### src/include/brs_consts.vh
`ifndef BRS_CONSTS_VH
`define BRS_CONSTS_VH

// ****************************************************************
// Register byte offsets
// ****************************************************************
`define BRS_OFF_CTRL        12'h000
`define BRS_OFF_REL_FREQ    12'h004
`define BRS_OFF_REL_HOLD    12'h008
`define BRS_OFF_CUR_LIM     12'h00C
`define BRS_OFF_PULL_FREQ   12'h010
`define BRS_OFF_PULL_DELAY  12'h014
`define BRS_OFF_CLOSE_TIME  12'h018
`define BRS_OFF_STATUS      12'h01C

// ****************************************************************
// Field positions, reset values and limits
// ****************************************************************
`define BRS_CTRL_EN_BIT     0
`define BRS_RST_ENABLE      1'b0
`define BRS_RST_REL_FREQ    16'h00FA
`define BRS_RST_REL_HOLD    8'h0A
`define BRS_RST_CUR_LIM     12'h4B0
`define BRS_RST_PULL_FREQ   16'h0096
`define BRS_RST_PULL_DELAY  8'h00
`define BRS_RST_CLOSE_TIME  8'h0A
`define BRS_FREQ_MAX        16'h07D0
`define BRS_TIME_MAX        8'hC8
`define BRS_CUR_MIN         12'h1F4
`define BRS_CUR_MAX         12'h7D0

// ****************************************************************
// Timing
// ****************************************************************
`define BRS_CLK_HZ          100000000
`define BRS_TICK_S_TENTHS   1
`define BRS_TICK_CYCLES     ((`BRS_CLK_HZ / 10) * `BRS_TICK_S_TENTHS)

`endif

### src/hdl/brs_tick_timer.v
`include "brs_consts.vh"

// Counts 0.1 s ticks since the last restart and flags when the target is met.
module brs_tick_timer #(
    parameter TICK_CYCLES = `BRS_TICK_CYCLES
) (
    input wire pclk,
    input wire presetn,
    input wire restart,
    input wire [7:0] target,
    output reg done
);
    reg [26:0] div_q;
    reg [7:0] ticks_q;
    wire tick = (div_q == TICK_CYCLES - 1);

    always @(posedge pclk or negedge presetn)
    begin
        if (!presetn)
        begin
            div_q <= 27'h0000000;
            ticks_q <= 8'h00;
            done <= 1'b0;
        end
        else if (restart)
        begin
            div_q <= 27'h0000000;
            ticks_q <= 8'h00;
            done <= 1'b0;
        end
        else
        begin
            div_q <= tick ? 27'h0000000 : div_q + 27'h0000001;
            if (tick && ticks_q != 8'hFF)
                ticks_q <= ticks_q + 8'h01;
            done <= (ticks_q >= target);
        end
    end
endmodule

### src/hdl/brs_sequencer.v
// Function
// - Enable bit, reset clear; when clear the brake sequence and output are idle.
// - On run, ramp the frequency up to the release frequency, 0 to 20 Hz.
// - At release frequency assert the brake-control output to release the brake.
// - While holding at release frequency, clamp output current to programmable limit.
// - Suspend acceleration for the hold time after release, then resume ramping.
// - On stop, decelerate to the pull-in frequency and hold it.
// - At pull-in frequency wait the delay, then drop the output to engage.
// - After the closing time with brake engaged, block output and stop.
`include "brs_consts.vh"

module brs_sequencer #(
    parameter TICK_CYCLES = `BRS_TICK_CYCLES
) (
    input wire pclk,
    input wire presetn,
    input wire psel,
    input wire penable,
    input wire pwrite,
    input wire [11:0] paddr,
    input wire [31:0] pwdata,
    output reg [31:0] prdata,
    output reg pready,
    output reg pslverr,
    input wire run_cmd,
    input wire [15:0] out_freq,
    output reg [15:0] freq_limit,
    output reg freq_limit_en,
    output reg accel_hold,
    output reg [11:0] cur_limit,
    output reg cur_limit_en,
    output reg brake_release,
    output reg output_block
);
    // ****************************************************************
    // States
    // ****************************************************************
    localparam [6:0] S_IDLE  = 7'b0000001;
    localparam [6:0] S_UP    = 7'b0000010;
    localparam [6:0] S_HOLD  = 7'b0000100;
    localparam [6:0] S_RUN   = 7'b0001000;
    localparam [6:0] S_DOWN  = 7'b0010000;
    localparam [6:0] S_DELAY = 7'b0100000;
    localparam [6:0] S_CLOSE = 7'b1000000;

    reg [1:0] run_sync_q;
    reg enable_q;
    reg [15:0] rel_freq_q;
    reg [7:0] rel_hold_q;
    reg [11:0] cur_lim_q;
    reg [15:0] pull_freq_q;
    reg [7:0] pull_delay_q;
    reg [7:0] close_time_q;
    reg [6:0] state_q;
    reg [6:0] state_d;
    reg [7:0] tgt;
    reg [31:0] rd;
    wire tmr_done;
    wire run = run_sync_q[1];
    wire wr_en = psel && penable && pwrite;

    function [15:0] clip_freq;
        input [31:0] v;
        begin
            clip_freq = (v[15:0] > `BRS_FREQ_MAX || v[31:16] != 16'h0000) ?
                `BRS_FREQ_MAX : v[15:0];
        end
    endfunction

    function [7:0] clip_time;
        input [31:0] v;
        begin
            clip_time = (v[7:0] > `BRS_TIME_MAX || v[31:8] != 24'h000000) ?
                `BRS_TIME_MAX : v[7:0];
        end
    endfunction

    // ****************************************************************
    // Register file
    // ****************************************************************
    // Out-of-range writes saturate so the sequence never sees an illegal value.
    always @(posedge pclk or negedge presetn)
    begin
        if (!presetn)
        begin
            enable_q <= `BRS_RST_ENABLE;
            rel_freq_q <= `BRS_RST_REL_FREQ;
            rel_hold_q <= `BRS_RST_REL_HOLD;
            cur_lim_q <= `BRS_RST_CUR_LIM;
            pull_freq_q <= `BRS_RST_PULL_FREQ;
            pull_delay_q <= `BRS_RST_PULL_DELAY;
            close_time_q <= `BRS_RST_CLOSE_TIME;
        end
        else if (wr_en)
        begin
            case (paddr)
                `BRS_OFF_CTRL: enable_q <= pwdata[`BRS_CTRL_EN_BIT];
                `BRS_OFF_REL_FREQ: rel_freq_q <= clip_freq(pwdata);
                `BRS_OFF_REL_HOLD: rel_hold_q <= clip_time(pwdata);
                `BRS_OFF_CUR_LIM:
                begin
                    if (pwdata[31:12] != 20'h00000 || pwdata[11:0] > `BRS_CUR_MAX)
                        cur_lim_q <= `BRS_CUR_MAX;
                    else if (pwdata[11:0] < `BRS_CUR_MIN)
                        cur_lim_q <= `BRS_CUR_MIN;
                    else
                        cur_lim_q <= pwdata[11:0];
                end
                `BRS_OFF_PULL_FREQ: pull_freq_q <= clip_freq(pwdata);
                `BRS_OFF_PULL_DELAY: pull_delay_q <= clip_time(pwdata);
                `BRS_OFF_CLOSE_TIME: close_time_q <= clip_time(pwdata);
                default: ;
            endcase
        end
    end

    always @*
    begin
        case (paddr)
            `BRS_OFF_CTRL: rd = {31'h00000000, enable_q};
            `BRS_OFF_REL_FREQ: rd = {16'h0000, rel_freq_q};
            `BRS_OFF_REL_HOLD: rd = {24'h000000, rel_hold_q};
            `BRS_OFF_CUR_LIM: rd = {20'h00000, cur_lim_q};
            `BRS_OFF_PULL_FREQ: rd = {16'h0000, pull_freq_q};
            `BRS_OFF_PULL_DELAY: rd = {24'h000000, pull_delay_q};
            `BRS_OFF_CLOSE_TIME: rd = {24'h000000, close_time_q};
            `BRS_OFF_STATUS: rd = {22'h000000, brake_release, output_block, 1'b0, state_q};
            default: rd = 32'h00000000;
        endcase
    end

    // No wait states: setup cycle raises pready so access completes in its first cycle.
    always @(posedge pclk or negedge presetn)
    begin
        if (!presetn)
        begin
            prdata <= 32'h00000000;
            pready <= 1'b0;
            pslverr <= 1'b0;
        end
        else
        begin
            pready <= psel && !penable;
            pslverr <= psel && !penable && (paddr > `BRS_OFF_STATUS || paddr[1:0] != 2'h0);
            if (psel && !penable && !pwrite)
                prdata <= rd;
        end
    end

    // ****************************************************************
    // Sequencer
    // ****************************************************************
    always @(posedge pclk or negedge presetn)
    begin
        if (!presetn)
            run_sync_q <= 2'h0;
        else
            run_sync_q <= {run_sync_q[0], run_cmd};
    end

    always @*
    begin
        case (state_q)
            S_HOLD: tgt = rel_hold_q;
            S_DELAY: tgt = pull_delay_q;
            S_CLOSE: tgt = close_time_q;
            default: tgt = 8'hFF;
        endcase
    end

    brs_tick_timer #(
        .TICK_CYCLES(TICK_CYCLES)
    ) u_timer (
        .pclk(pclk),
        .presetn(presetn),
        .restart(state_d != state_q),
        .target(tgt),
        .done(tmr_done)
    );

    always @*
    begin
        state_d = state_q;
        case (state_q)
            S_IDLE:
                if (run && enable_q)
                    state_d = S_UP;
            S_UP:
                if (!run)
                    state_d = S_DOWN;
                else if (out_freq >= rel_freq_q)
                    state_d = S_HOLD;
            S_HOLD:
                if (!run)
                    state_d = S_DOWN;
                else if (tmr_done)
                    state_d = S_RUN;
            S_RUN:
                if (!run)
                    state_d = S_DOWN;
            S_DOWN:
                if (out_freq <= pull_freq_q)
                    state_d = S_DELAY;
            S_DELAY:
                if (tmr_done)
                    state_d = S_CLOSE;
            S_CLOSE:
                if (tmr_done)
                    state_d = S_IDLE;
            default: state_d = S_IDLE;
        endcase
        if (!enable_q)
            state_d = S_IDLE;
    end

    // Outputs other than cur_limit are registered from the next state so they align with the state change.
    always @(posedge pclk or negedge presetn)
    begin
        if (!presetn)
        begin
            state_q <= S_IDLE;
            freq_limit <= 16'h0000;
            freq_limit_en <= 1'b0;
            accel_hold <= 1'b0;
            cur_limit <= 12'h000;
            cur_limit_en <= 1'b0;
            brake_release <= 1'b0;
            output_block <= 1'b0;
        end
        else
        begin
            state_q <= state_d;
            freq_limit_en <= (state_d & (S_UP | S_HOLD | S_DOWN | S_DELAY | S_CLOSE)) != 7'h00;
            freq_limit <= (state_d == S_UP || state_d == S_HOLD) ?
                rel_freq_q : pull_freq_q;
            accel_hold <= (state_d == S_HOLD);
            cur_limit <= cur_lim_q;
            cur_limit_en <= (state_d == S_HOLD);
            brake_release <= (state_d & (S_HOLD | S_RUN | S_DOWN | S_DELAY)) != 7'h00;
            output_block <= (state_q == S_CLOSE && state_d == S_IDLE) ||
                (output_block && run_sync_q[1] == 1'b1 && state_d == S_IDLE) ? 1'b1 : 1'b0;
        end
    end
endmodule

### config.mk
export PLATFORM = sky130hd
export DESIGN_NAME = brs_sequencer
export DESIGN_NICKNAME = d
export VERILOG_FILES = /design/src/hdl/brs_tick_timer.v /design/src/hdl/brs_sequencer.v
export VERILOG_INCLUDE_DIRS = /design/src /design/src/include
export SDC_FILE = /design/constraint.sdc
export NUM_CORES = 1
export LEC_CHECK = 0
export ABC_AREA = 1
export BUFFER_PORTS_ARGS = -buffer_cell sky130_fd_sc_hd__buf_2
export CELL_PAD_IN_SITES_DETAIL_PLACEMENT = 2
export CELL_PAD_IN_SITES_GLOBAL_PLACEMENT = 2
export CORE_AREA = 2 2 154 187
export CTS_BUF_LIST = sky130_fd_sc_hd__clkbuf_4 sky130_fd_sc_hd__clkbuf_8
export DETAILED_ROUTE_END_ITERATION = 10
export DIE_AREA = 0 0 156 189
export PLACE_DENSITY = 0.88
export REMOVE_ABC_BUFFERS = 1
export SLEW_MARGIN = 40
export SYNTH_ARGS = -nofsm -noshare
export SYNTH_HDL_FRONTEND = slang
export SYNTH_HIERARCHICAL = 1
export SYNTH_SLANG_ARGS = --single-unit
export TNS_END_PERCENT = 100
### constraint.sdc
create_clock -name pclk -period 6.95 [get_ports pclk]
set_input_delay 1.39 -clock pclk [delete_from_list [all_inputs] [get_ports pclk]]
set_output_delay 1.39 -clock pclk [all_outputs]
set_load 0.01 [all_outputs]
==> summary.md <==
| Metric | Value |
|---|---|
| Port-buffer cells | 116 |
| Critical path class | input port to flip-flop |
| Area occupied by multi-input gates | 4404 um^2 |
| Crit-path max FO | 18 |
| Gr ovfl total | 0 |
| Most common cell in the netlist | nand2_1 |
| Max stage delay on crit path | 0.61 ns |
| Status | complete, no violations |
| Worst vdd ir | about 120 uV |
| Inserted Diodes | 0 |
| Initial antenna violation count | 0 |
| Nets@finish | 1,400 |
| Synth cell types | 51 |
| Largest net degree at the start of global routing | 64 |
| Routability cong. | ~0.9 |
| Hold EP | run_sync_q[1]$_DFF_PN0_ |
| Slew margin rel. | 0.4037 |
| Die Ht | roughly 190 um |
| CTS resizes | 0 |
| Register area share after synthesis | 0.4445 |
| Post-DP HPWL | between 20,000 and 30,000 um |
| Htree depth | 4 |
| R2R cell count | 18 |
| Final Non-Filler Cells | 1,650 |
| Max_cap viols | 0 |
| DIE WIDTH | about 160 um |
| Final setup fails | 0 |
| Yosys reg bits | 164 |
| Fin crit period | ~4.1 ns |
| Number of buffers created by CTS | 17 |
| RSZ-0062 raised after global routing | false |
| Post-synth ARST share | 1.000 |
| Synth cell count leaders | nand2_1, dfrtp_1, inv_1 |
| Area added between synthesis and finish | 13.92% |
| ANT nets after route | 0 |
| Via density | between 5 and 6 |
| Vias | about 8,700 |
| CP Capture Type | flip-flop |
| Cells after Synth | roughly 1,200 |
| Largest cells by area after synthesis | dfrtp_1, nand2_1, inv_1 |
| Worst EP arrival | ~4.4 ns |
| Worst path required time | ~7.3 ns |
| Worst reg2reg path startpoint | rel_freq_q[7]$_DFFE_PN1P_ |
| Setup bufs post-CTS | 0 |
| Fill cells | ~3,200 |
| R2r setup slk | 3.23 ns |
| Ports | between 100 and 150 |
| Main synth FF type | dfrtp_1 |
| Final Hold Vio Count | 0 |
| Final Max Tran Viols | 0 |
| Routed wire length | 34,040 um |
| Clk sinks | 164 |
| Slowest CP cell | clkinv_1 |
| Syn Area/Cell | between 7 and 8 um^2 |
| Lkg Pwr | approximately 5.2 nW |
| Worst hold path depth | 0 |
| TritonRoute pass-1 iters | 5 |
| FF-to-FF End | u_timer/ticks_q[7]$_DFFE_PN0P_ |
| Inst Count DP | roughly 1,600 |
| Synth top area share | 0.3907 |
| Wire length per cell | just over 20 um |
| Pwr Total | 2.180 mW |
| Area leader, netlist | dfrtp_1 |
| DIE AREA | approximately 29,000 um^2 |
| Row count | 67 |
| Power per Cell Area | between 200 and 250 nW/um^2 |
| Max Fclk | ~0.25 GHz |
| Worst path cell trace | buf_2 > ha_1 > nand2_1 > nor3_1 > nand3_1 > nand3_1 > nand3_1 > a21oi_1 > nor2_1 > nand3_1 > clkinv_1 > nand4_1 > nand2_1 |
| Final setup TNS | 0 ns |
| Starting Density | 0.3367 |
| Clk buf depth | 2 |
| CTS root buffer | clkbuf_8 |
| CTS Hold Buffers Added | 0 |
| Measured slew at the worst slew-check pin | between 0.8 and 0.9 ns |
| Hold_sp | run_sync_q[0]$_DFF_PN0_ |
| Core Area | between 20,000 and 30,000 um^2 |
| CTS tree | built |
| Register area | 4128 um^2 |
| First-pass GRT wire length | 53,990 um |
| Cell mode on critical path | nand3_1 |
| Fin crit share | 0.5841 |
| Vias in the first global route | 9,863 |
| Cell Area, Synth | 9286 um^2 |
| Post-synth EDFFs | 0 |
| 1st-iter DRT viols | 417 |
| Setup Skew | 0.02816 ns |
| Yosys Warn Count | 6 |
| Hold Crit Class | flip-flop to flip-flop |
| Clk slew on worst S/H paths | 0.08 ns |
| Overall Global Routing Usage | 0.2393 |
| Share of cells above drive strength 1 | 0.1900 |
| Skew-Pair Late Insertion Delay | 0.49 ns |
| CP startpoint kind | input port |
| Drt drc | 0 |
worst max-delay path by stage:
stage,start,end
floorplan,out_freq[7],u_timer/ticks_q[1]$_DFFE_PN0P_
global placement,out_freq[15],u_timer/ticks_q[1]$_DFFE_PN0P_
detailed placement,out_freq[15],u_timer/ticks_q[7]$_DFFE_PN0P_
CTS,out_freq[7],u_timer/ticks_q[7]$_DFFE_PN0P_
global route,out_freq[7],u_timer/ticks_q[5]$_DFFE_PN0P_
finish,out_freq[15],u_timer/ticks_q[7]$_DFFE_PN0P_
report_power, final:
part	switching [mW]	leakage (nW)	internal [mW]
combinational	0.333	2.88	0.0980
clock	0.415	0.205	0.339
sequential	0.0187	2.15	0.977
metrics by stage:
stage	utilization	instance area, um^2	hold WS (ns)	worst slack [ns]
floorplan	-	9115	0.3312	3.376
global placement	0.3680	10150	0.3378	2.488
detailed placement	0.3685	10160	0.3356	2.347
CTS	0.3836	10580	0.3562	2.925
global route	0.3836	10580	0.3671	2.592
finish	0.3836	10580	0.3523	2.891
kinds of logic (layout without fill, tap and decap cells):
kind of cell	after synthesis	in the layout	synth area share
fa+ha+maj	42	42	0.05659
buf+inv	192	308	0.08879
simple gates	579	579	0.2773
flops	164	164	0.4445
compound gates	181	181	0.1183
other cells	1	16	0.0004038
xor+xnor	15	15	0.01415
metal layers:
| metal | wire length [um] | track usage | up-vias |
|---|---|---|---|
| met5 | 0 | 0 | - |
| met4 | 1327 | 0.1069 | 0 |
| li1 | - | - | 4011 |
| met1 | 13380 | 0.2682 | 4430 |
| met3 | 1152 | 0.03754 | 85 |
| met2 | 18180 | 0.4432 | 204 |
cells in the final DEF (no fill, tap or decap), drive strengths merged, types with 2 or more instances in the layout:
master / count
bufinv: 2
clkinv: 8
o21bai: 2
nand3: 58
nor3: 13
and2: 2
a2bb2oi: 2
ha: 42
dfrtp: 145
o21ai: 90
inv: 160
o2111ai: 6
conb: 16
a21o: 5
clkinvlp: 2
nor2: 143
a22oi: 2
a221oi: 5
nand4: 17
a21boi: 2
o22ai: 22
dfstp: 19
nor4: 11
a21oi: 36
buf: 118
a22o: 5
xnor2: 3
nand2: 332
clkbuf: 18
xor2: 12
worst max-delay path, delay by kind of cell:
kind                     cells  cell delay (ns)
AO/OA/AOI/OAI                1             0.16
AND/OR/NAND/NOR              9             1.86
buffers and inverters        2             0.72
adder cells (fa/ha/maj)      1             0.29
final cells by class:
cell class,count,area share
clock inverters,14,0.01597
multi-input cells,833,0.4163
well taps,345,0.04080
clock buffers,18,0.02342
flip-flops and latches,164,0.3902
inverters,158,0.05642
repair buffers,118,0.05689
flip-flops by register name, summed over array words and instances (netlist names), 2 cells and up:
signal / flops
rel_freq_q: 16
freq_limit: 16
u_timer/ticks_q: 8
prdata: 16
run_sync_q: 2
pull_delay_q: 8
u_timer/div_q: 27
close_time_q: 8
rel_hold_q: 8
cur_lim_q: 12
state_q: 7
pull_freq_q: 16
cur_limit: 12
Note: power is estimated with default switching activity, not from simulation.
